==> config.mk <==
export PLATFORM = sky130hd
export DESIGN_NAME = sbf_funnel_dram
export DESIGN_NICKNAME = d
export VERILOG_FILES = /design/src/core/sbf_pkg.sv /design/src/core/sbf_funnel_dram.sv /design/src/core/sbf_tap_line.sv
export SDC_FILE = /design/constraint.sdc
export NUM_CORES = 1
export LEC_CHECK = 0
export BUFFER_PORTS_ARGS = -buffer_cell sky130_fd_sc_hd__buf_2
export CAP_MARGIN = 5
export CORE_MARGIN = 2
export CORE_UTILIZATION = 35
export DETAILED_ROUTE_END_ITERATION = 10
export GPL_TIMING_DRIVEN = 0
export PLACE_DENSITY = 0.6
export SLEW_MARGIN = 20
export SYNTH_ARGS = -nofsm -noshare
export SYNTH_HDL_FRONTEND = slang
export SYNTH_SLANG_ARGS = --single-unit
==> constraint.sdc <==
create_clock -name pclk -period 2.65 [get_ports pclk]
set_input_delay 0.3975 -clock pclk [delete_from_list [all_inputs] [get_ports pclk]]
set_output_delay 0.3975 -clock pclk [all_outputs]
set_load 0.05 [all_outputs]
==> src/core/sbf_pkg.sv <==
// Purpose: shared constants and types for the buffer funnel and DRAM control
// Assumes: pclk at 250 MHz; strobes from the outside are synchronous to it
// Notes:   all times are given in ns; the mux, early and late tap delays are turned into cycle counts here
package sbf_pkg;
   // clock and delay-line timing
   localparam int CLK_PERIOD_NS  = 4;
   localparam int TAP_STEP_NS    = 10;
   localparam int TAP_MUX_NS     = 20;
   localparam int TAP_EARLY_NS   = 40;
   localparam int TAP_LATE_NS    = 50;
   localparam int HOST_STROBE_NS = 125;
   // least delays round up to whole cycles
   localparam int TAP_MUX_CYC   = (TAP_MUX_NS + CLK_PERIOD_NS - 1)
                                  / CLK_PERIOD_NS;
   localparam int TAP_EARLY_CYC = (TAP_EARLY_NS + CLK_PERIOD_NS - 1)
                                  / CLK_PERIOD_NS;
   localparam int TAP_LATE_CYC  = (TAP_LATE_NS + CLK_PERIOD_NS - 1)
                                  / CLK_PERIOD_NS;
   // refresh clock: seven-bit divider of the 8 MHz base
   localparam int REFCLK_BITS   = 7;
   // apb register map
   localparam logic [7:0] REG_CONTROL    = 8'h00;
   localparam logic [7:0] REG_STATUS     = 8'h04;
   localparam logic [7:0] REG_XFER_COUNT = 8'h08;
   localparam int         CTRL_REFRESH_EN_BIT = 0;
   localparam logic [31:0] CTRL_RESET    = 32'h0000_0001;
   localparam int         XFER_BITS      = 16;
   // refresh machine, gray along done0..dorf0
   typedef enum logic [2:0]
   {
      sbf_done0 = 3'b000,
      sbf_pend1 = 3'b001,
      sbf_dorf1 = 3'b011,
      sbf_done1 = 3'b010,
      sbf_pend0 = 3'b110,
      sbf_dorf0 = 3'b111
   } sbf_refresh_e;
   // delay-line taps
   typedef struct packed
   {
      logic mux;
      logic early;
      logic late;
   } sbf_taps_s;
   // DRAM control pins, all strobes active low
   typedef struct packed
   {
      logic [1:0] ras_n;
      logic [3:0] cas_n;
      logic [3:0] we_n;
      logic       oe_n;
      logic       mux_sel;
   } sbf_dram_s;
endpackage

==> src/core/sbf_funnel_dram.sv <==
// Purpose: byte funnel counter, lane selects, DRAM strobes and refresh
// Assumes: all strobes synchronous to pclk; delay taps modelled by flops
// Notes:   DRAM pin outputs are registered, one cycle behind their causes
`timescale 1ns/10ps
module sbf_funnel_dram
   import sbf_pkg::*;
(
   input  wire logic        pclk,
   input  wire logic        presetn,
   input  wire logic [7:0]  paddr,
   input  wire logic        psel,
   input  wire logic        penable,
   input  wire logic        pwrite,
   input  wire logic [31:0] pwdata,
   output logic      [31:0] prdata,
   output logic             pready,
   output logic             pslverr,
   input  wire logic        buffer_grant,
   input  wire logic        host_access_strobe_n,
   input  wire logic        control_cycle_strobe_n,
   input  wire logic        counter_load_n,
   input  wire logic        counter_write_strobe_n,
   input  wire logic        controller_chip_select_n,
   input  wire logic        controller_read_strobe_n,
   input  wire logic        controller_write_strobe_n,
   input  wire logic        byte_word_select,
   input  wire logic        read_write_latched,
   input  wire logic        ram_write_strobe_n,
   input  wire logic        latched_addr_bit0,
   input  wire logic        latched_addr_bit1,
   input  wire logic        refresh_permit_strobe_n,
   input  wire logic        refresh_base_clock,
   output logic             counter_clock,
   output logic             lane_count_low,
   output logic             lane_count_high,
   output logic      [3:0]  lane_select_n,
   output sbf_dram_s        dram,
   output logic             refresh_done,
   output logic             refresh_request_bank0,
   output logic             refresh_request_bank1,
   output logic             refresh_request_main,
   output logic             refresh_clock
);
   localparam int MUX_D = TAP_MUX_CYC + 1;

   logic                   direct_buffer_mode;
   logic                   buf_cyc;
   logic                   host_cyc;
   logic                   permit;
   logic                   ctl_cyc;
   logic                   load;
   logic                   ram_cyc;
   sbf_taps_s              taps;
   logic                   late_q_reg;
   logic                   late_rise;
   logic                   late_fall;
   logic                   phase_reg;
   logic                   wrap;
   logic                   counter_access;
   logic [1:0]             lane_idx;
   logic [31:0]            control_reg;
   logic [XFER_BITS-1:0]   xfer_count_reg;
   logic [REFCLK_BITS-1:0] ref_cnt_reg;
   logic                   base_q_reg;
   logic                   refclk_q_reg;
   logic                   refclk_rise;
   logic                   refclk_fall;
   sbf_refresh_e           rf_state_reg;
   sbf_refresh_e           rf_state_next;
   logic                   missed_reg;
   logic                   pend;
   logic                   req0;
   logic                   req1;
   logic                   host_refresh;
   logic                   rf_event;
   logic [1:0]             ras;
   logic [3:0]             cas;
   logic [3:0]             we_n_next;
   logic                   oe_n_next;
   logic [3:0]             sel_n_next;
   logic                   apb_hit;

   // strobe decode, inputs taken as synchronous
   assign direct_buffer_mode = buffer_grant;
   assign host_cyc = ~host_access_strobe_n;
   // permit strobe low means refresh now
   assign permit   = ~refresh_permit_strobe_n;
   assign ctl_cyc  = ~control_cycle_strobe_n;
   // load taken as a level over the whole control cycle
   assign load     = ~counter_load_n;
   // either controller strobe low marks a buffer cycle
   assign buf_cyc  = ~controller_read_strobe_n | ~controller_write_strobe_n;
   assign counter_access = ctl_cyc & load;
   // buffer cycle in buffer mode, else host strobe or permit, starts the delay line
   assign ram_cyc  = direct_buffer_mode ? buf_cyc : (host_cyc | permit);

   sbf_tap_line #(
      .DEPTH (TAP_LATE_CYC),
      .MUX   (TAP_MUX_CYC),
      .EARLY (TAP_EARLY_CYC),
      .LATE  (TAP_LATE_CYC)
   ) u_taps (
      .pclk    (pclk),
      .presetn (presetn),
      .din     (ram_cyc),
      .taps    (taps)
   );

   // late tap edges as single-cycle pulses
   always_ff @(posedge pclk or negedge presetn)
   begin
      if (!presetn)
         late_q_reg <= 1'b0;
      else
         late_q_reg <= taps.late;
   end
   assign late_rise = taps.late & ~late_q_reg;
   assign late_fall = ~taps.late & late_q_reg;

   // phase on rise, lane step on fall: eight states per word
   // clear on load in buffer mode, else hold unless accessed
   always_ff @(posedge pclk or negedge presetn)
   begin
      if (!presetn)
      begin
         phase_reg       <= 1'b0;
         lane_count_high <= 1'b0;
         lane_count_low  <= 1'b0;
      end
      else if (direct_buffer_mode ? load : counter_access)
      begin
         phase_reg       <= 1'b0;
         lane_count_high <= 1'b0;
         lane_count_low  <= 1'b0;
      end
      else if (direct_buffer_mode && late_rise)
         phase_reg <= 1'b1;
      else if (direct_buffer_mode && late_fall)
      begin
         phase_reg       <= 1'b0;
         lane_count_high <= lane_count_low;
         lane_count_low  <= ~lane_count_high;
      end
   end

   // leaving the eighth state (lane 3, phase high) clocks the address
   assign wrap = direct_buffer_mode & ~load & late_fall & phase_reg
                 & lane_count_high & ~lane_count_low;

   // host load of the address counter clocks it directly
   always_ff @(posedge pclk or negedge presetn)
   begin
      if (!presetn)
         counter_clock <= 1'b0;
      else if (direct_buffer_mode)
         counter_clock <= wrap;
      else
         counter_clock <= counter_access & ~counter_write_strobe_n;
   end

   // gray lane count to lane index
   assign lane_idx = {lane_count_high, lane_count_high ^ lane_count_low};

   // lane selects, active low
   always_comb
   begin
      sel_n_next = 4'hf;
      if (direct_buffer_mode)
      begin
         // lane select only inside a buffer cycle
         if (buf_cyc)
            sel_n_next[lane_idx] = 1'b0;
      end
      // host reaches the controller through lane 0
      else if (!controller_chip_select_n)
         sel_n_next[0] = 1'b0;
   end

   // refresh requests from the refresh machine
   assign pend = (rf_state_reg == sbf_pend0) | (rf_state_reg == sbf_pend1);
   assign req0 = pend & (!direct_buffer_mode | missed_reg
                         | rf_state_reg == sbf_pend0);
   assign req1 = pend & (!direct_buffer_mode | missed_reg
                         | rf_state_reg == sbf_pend1);
   // host refresh starts on a request with the permit strobe
   // the early-tap stretch only counts once the refresh itself is running,
   // so the tap tail of a host access never starts a refresh
   assign host_refresh = !direct_buffer_mode
                         & (((req0 | req1) & permit)
                            | (((rf_state_reg == sbf_dorf1)
                                | (rf_state_reg == sbf_dorf0))
                               & (permit | taps.early)));

   // row and column strobes, active high here
   always_comb
   begin
      ras      = 2'b00;
      cas      = 4'h0;
      rf_event = 1'b0;
      if (direct_buffer_mode)
      begin
         // bank row from cycle strobe, lane column from late tap
         ras[lane_count_high] = buf_cyc;
         cas[lane_idx]        = taps.late;
         // refresh the idle bank under an access to the other
         if (buf_cyc && (lane_count_high ? req0 : req1) && !missed_reg)
         begin
            cas[{~lane_count_high, 1'b0}] = 1'b1;
            cas[{~lane_count_high, 1'b1}] = 1'b1;
            ras[~lane_count_high]         = taps.early;
            rf_event                      = 1'b1;
         end
      end
      else if (host_refresh)
      begin
         // stretched column strobe, row follows the early tap
         cas      = {4{permit | taps.early}};
         ras      = {2{taps.early}};
         rf_event = 1'b1;
      end
      else
      begin
         // both banks alike for host accesses
         ras = {2{host_cyc}};
         // writes use the late tap, reads the early tap
         cas = {4{read_write_latched ? taps.late : taps.early}};
      end
   end

   // write enables and output enable
   always_comb
   begin
      we_n_next = 4'hf;
      oe_n_next = 1'b0;
      // buffer mode or word access: all lanes follow write strobe
      if (direct_buffer_mode || byte_word_select)
         we_n_next = {4{ram_write_strobe_n}};
      // byte write: one addressed lane, output disabled
      else if (read_write_latched)
      begin
         oe_n_next = 1'b1;
         we_n_next[{latched_addr_bit1, latched_addr_bit0}] =
            ram_write_strobe_n;
      end
   end

   // registered DRAM pins and lane selects
   always_ff @(posedge pclk or negedge presetn)
   begin
      if (!presetn)
      begin
         dram          <= '{ras_n: 2'b11, cas_n: 4'hf, we_n: 4'hf,
                            oe_n: 1'b1, mux_sel: 1'b0};
         lane_select_n <= 4'hf;
         refresh_done  <= 1'b0;
      end
      else
      begin
         dram.ras_n    <= ~ras;
         dram.cas_n    <= ~cas;
         dram.we_n     <= we_n_next;
         dram.oe_n     <= oe_n_next;
         // row/column select from the 20 ns tap
         dram.mux_sel  <= taps.mux;
         lane_select_n <= sel_n_next;
         // done formed like the stretched column strobe
         refresh_done  <= rf_event;
      end
   end

   // seven-bit divider on base clock rising edges
   always_ff @(posedge pclk or negedge presetn)
   begin
      if (!presetn)
      begin
         base_q_reg   <= 1'b0;
         ref_cnt_reg  <= '0;
         refclk_q_reg <= 1'b0;
      end
      else
      begin
         base_q_reg   <= refresh_base_clock;
         refclk_q_reg <= ref_cnt_reg[REFCLK_BITS-1];
         if (refresh_base_clock && !base_q_reg
             && control_reg[CTRL_REFRESH_EN_BIT])
            ref_cnt_reg <= ref_cnt_reg + 1'b1;
      end
   end
   assign refresh_clock = ref_cnt_reg[REFCLK_BITS-1];
   assign refclk_rise   = refresh_clock & ~refclk_q_reg;
   assign refclk_fall   = ~refresh_clock & refclk_q_reg;

   // refresh machine next state
   always_comb
   begin
      rf_state_next = rf_state_reg;
      unique case (rf_state_reg)
         sbf_done0: if (refclk_rise) rf_state_next = sbf_pend1;
         sbf_pend1: if (rf_event) rf_state_next = sbf_dorf1;
         sbf_dorf1: if (!rf_event && !taps.late) rf_state_next = sbf_done1;
         sbf_done1:
            if (refclk_fall)
               rf_state_next = direct_buffer_mode ? sbf_pend0 : sbf_done0;
         sbf_pend0: if (rf_event) rf_state_next = sbf_dorf0;
         sbf_dorf0: if (!rf_event && !taps.late) rf_state_next = sbf_done0;
         default:   rf_state_next = sbf_done0;
      endcase
   end

   // refresh state and missed-access throttle
   always_ff @(posedge pclk or negedge presetn)
   begin
      if (!presetn)
      begin
         rf_state_reg         <= sbf_done0;
         missed_reg           <= 1'b0;
         refresh_request_main <= 1'b0;
      end
      else
      begin
         rf_state_reg <= rf_state_next;
         // a refresh clock edge while still pending means no accesses
         if (!pend)
            missed_reg <= 1'b0;
         else if (direct_buffer_mode && (refclk_rise || refclk_fall))
            missed_reg <= 1'b1;
         refresh_request_main <= pend & (!direct_buffer_mode | missed_reg)
                                 & ~rf_event;
      end
   end
   assign refresh_request_bank0 = req0;
   assign refresh_request_bank1 = req1;

   // apb slave: zero wait, read data captured in the setup cycle
   assign apb_hit = (paddr == REG_CONTROL) | (paddr == REG_STATUS)
                    | (paddr == REG_XFER_COUNT);
   assign pready  = 1'b1;
   assign pslverr = psel & penable & ~apb_hit;

   // control register and transfer counter
   always_ff @(posedge pclk or negedge presetn)
   begin
      if (!presetn)
      begin
         control_reg    <= CTRL_RESET;
         xfer_count_reg <= '0;
      end
      else
      begin
         if (psel && penable && pwrite && paddr == REG_CONTROL)
            control_reg <= pwdata & CTRL_RESET;
         // a clear and a word in the same cycle keeps the word
         if (psel && penable && pwrite && paddr == REG_XFER_COUNT)
            xfer_count_reg <= {{(XFER_BITS-1){1'b0}}, wrap};
         else if (wrap)
            xfer_count_reg <= xfer_count_reg + 1'b1;
      end
   end

   // read data
   always_ff @(posedge pclk or negedge presetn)
   begin
      if (!presetn)
         prdata <= '0;
      else if (psel && !penable && !pwrite)
      begin
         unique case (paddr)
            REG_CONTROL:    prdata <= control_reg;
            REG_STATUS:     prdata <= {24'h00_0000, missed_reg,
                                       rf_state_reg, buffer_grant,
                                       phase_reg, lane_count_high,
                                       lane_count_low};
            REG_XFER_COUNT: prdata <= {16'h0000, xfer_count_reg};
            default:        prdata <= '0;
         endcase
      end
   end
endmodule

==> src/core/sbf_tap_line.sv <==
// Purpose: delay line giving row/column select, early and late taps
// Assumes: din is synchronous to pclk
// Notes:   each tap is a flop of one shift register, so taps are glitch free
`timescale 1ns/10ps
module sbf_tap_line
   import sbf_pkg::*;
#(
   parameter int DEPTH = TAP_LATE_CYC,
   parameter int MUX   = TAP_MUX_CYC,
   parameter int EARLY = TAP_EARLY_CYC,
   parameter int LATE  = TAP_LATE_CYC
)
(
   input  wire logic pclk,
   input  wire logic presetn,
   input  wire logic din,
   output sbf_taps_s taps
);
   logic [DEPTH-1:0] line_reg;

   // shift the cycle strobe one stage per clock
   always_ff @(posedge pclk or negedge presetn)
   begin
      if (!presetn)
         line_reg <= '0;
      else
         line_reg <= {line_reg[DEPTH-2:0], din};
   end

   assign taps.mux   = line_reg[MUX-1];
   assign taps.early = line_reg[EARLY-1];
   assign taps.late  = line_reg[LATE-1];
endmodule

==> run_results.csv <==
group,metric,value,unit
layout,area_growth,21.5,%
power,p_leak,2.14,nW
synth,synth_seq_cells,81,
floorplan,core_region_area,10400,sq um
synth,ys.flop_type,"dfrtp_1",
setup_path,path_cells,"buf_2 > or3b_2 > o21ai_0 > buf_2",
sta,rsz0062_at_grt,"no",
flow_run,max-cap-violations,0,
sta,slew_viol_final,0,
routing,drt_iter0_drc,137,
synth,synthCells,358,
power,ir_worst_vdd,258,uV
setup_path,critical_path_peak_fanout,10,
clock_tree,cts_hold_buf,1,
synth,ys_warn_count,0,
placed_design,hpwl,5.86,mm
routing,drcViolationCount,0,
floorplan,io_pins,118,
sta,setup_viol,0,
sta,tightestPinTransition,774,ps
synth,synth_top_cell_by_area,"dfrtp_1",
clock_tree,post-cts-setup-buffers,0,
floorplan,die-area,11600,sq um
synth,synth-edff-count,0,
synth,ys_top_cells_by_count,"dfrtp_1, nand2_1, nor2_1",
synth,ys_seq_area_frac,0.542,
global_route,grt.overflow.total,0,
global_route,grt_pass1_vias,2749,
power,p_per_area,571,nW/um^2
clock_tree,cts_buffer_depth,2,
clock_tree,cts_made_buffers,9,
setup_path,cp.arrival,2030,ps
sta,fin_crit,2430,ps
sta,slew-limit-headroom,0.483,
setup_path,cpPeakStageDelay,520,ps
setup_path,required,2250,ps
routing,dr.pass1.iters,4,
clock_tree,cts_resized,0,
routing,wl_per_cell,13.6,microns
floorplan,die_w,108,microns
synth,synth-async-reset-ratio,1.00,
clock_tree,cts_sinks,81,
global_route,grt_use_total,0.149,
power,finalPower,2.62,mW
sta,clock_skew,10.1,ps
setup_path,worst_path_most_repeated_cell,"buf_2",
layout,finalNetCount,517,
routing,vias,2893,
global_route,grt_pass1_wl,13.3,mm
synth,synth_area_leaders,"dfrtp_1, dfstp_2, nand2_1",
layout,seqCellArea,2050,sq um
routing,routed_wl,8.07,mm
floorplan,die_h,108,microns
routing,vias_per_cell,4.87,
sta,fmax,411,MHz
layout,n_antenna_cell,0,
layout,fillers,1024,
sta,hold_viol,0,
sta,finalCritPeriodShare,0.918,
setup_path,cp_slowest_cell,"or3b_2",
sta,fin_tns_setup,0,ps
synth,synth_area,3780,sq um
setup_path,worstSetupStartpointType,"register",
layout,drive_gt1_frac,0.293,
synth,synth_top_area_share,0.430,
routing,ant_nets,0,
global_route,antenna_found_initial,0,
clock_tree,clk_latency,360,ps
floorplan,row_count,37,
global_route,grt_max_degree,50,
clock_tree,cts_root_buf,"clkbuf_8",
setup_path,r2r_slack,580,ps
outcome,status,"complete, no violations",
synth,yosysUniqueCellTypes,56,
setup_path,crit_path_end_kind,"output pin",
floorplan,start_util,0.363,
clock_tree,htree_levels,3,
placed_design,numPortBuffers,67,
synth,post-synth-top-count-cell,"dfrtp_1",
clock_tree,path_clk_slew,80,ps
synth,avgSynthCellArea,10.6,sq um
hold_path,hp-class,"input port to register",
setup_path,path_class,"register to output pin",
placed_design,finalWeightedCongestion,0.793,
clock_tree,cts_tree,"done",
layout,multi_input_area,1540,sq um
## worst max-delay path: cells and delay by family (launching register included)
family | cells | cell delay (ps)
buffers and inverters | 2 | 510
AOI/OAI and AO/OA | 1 | 300
DFF | 1 | 360
and+or+nand+nor | 1 | 520
## through the flow
step	hold slack [ps]	instance area, sq um	instances	worst slack, ps	utilization
global placement	333	4340	576	553	0.417
floorplan	102	3840	373	29.7	-
detailed placement	335	4370	577	541	0.420
global route	165	4590	594	168	0.441
CTS	160	4590	594	212	0.441
finish	173	4590	594	218	0.441
## routing by layer
metal / routed length, microns / vias to the layer above / part of all wire / GRT usage
met4: 158 / 0 / 0.020 / 0.0623
met5: 0 / - / 0 / 0
met1: 3850 / 1393 / 0.48 / 0.207
met3: 370 / 11 / 0.046 / 0.0369
li1: - / 1424 / - / -
met2: 3690 / 65 / 0.46 / 0.221
## placed cells by master, fill, tap and decap left out, drive strengths merged, types with 15 or more instances in the layout
| master | instances |
|---|---|
| o21ai | 17 |
| dfrtp | 65 |
| dfstp | 16 |
| conb | 17 |
| nand2 | 40 |
| nand3 | 15 |
| nor2 | 24 |
| buf | 93 |
| clkbuf | 23 |
## where the power goes
| part | total, mW | leakage (nW) | internal [mW] | switching [mW] |
|---|---|---|---|---|
| clock | 0.975 | 0.105 | 0.535 | 0.440 |
| combinational | 0.343 | 1.01 | 0.0959 | 0.247 |
| sequential | 1.30 | 1.02 | 1.29 | 0.0179 |
| total | 2.62 | 2.14 | 1.92 | 0.705 |
## area by class of cell
class / count / share of cell area
inverter: 8 / 0.00654
clock inverter: 4 / 0.0169
clock buffer: 12 / 0.0294
buffer: 36 / 0.0482
sequential: 81 / 0.446
multi-input combinational: 248 / 0.335
timing repair buffer: 69 / 0.0817
tap: 136 / 0.0370
## cells by family (layout without fill, tap and decap cells)
| family | count (synthesis) | count (layout) | share of synthesized area |
|---|---|---|---|
| AOI/OAI and AO/OA | 71 | 71 | 0.127 |
| xor gates and xnor gates | 14 | 14 | 0.0324 |
| adders and majority gates | 4 | 4 | 0.0132 |
| buffers and inverters | 44 | 129 | 0.0665 |
| DFF | 81 | 81 | 0.542 |
| muxes | 6 | 6 | 0.0166 |
| other | 2 | 17 | 0.00199 |
| and+or+nand+nor | 136 | 136 | 0.200 |
## final timing paths
path                               startpoint                     to  cells past startpoint
hold reg to reg            u_taps.line_reg[2]     u_taps.line_reg[3]                      0
max in group asynchronous             presetn                dram[1]                      3
setup / recovery              rf_state_reg[2]  refresh_request_bank0                      4
min in group asynchronous             presetn      xfer_count_reg[9]                      2
setup reg to reg               lane_count_low     xfer_count_reg[15]                      5
hold / removal             refresh_base_clock             base_q_reg                      1
(Power assumes the default switching activity.)
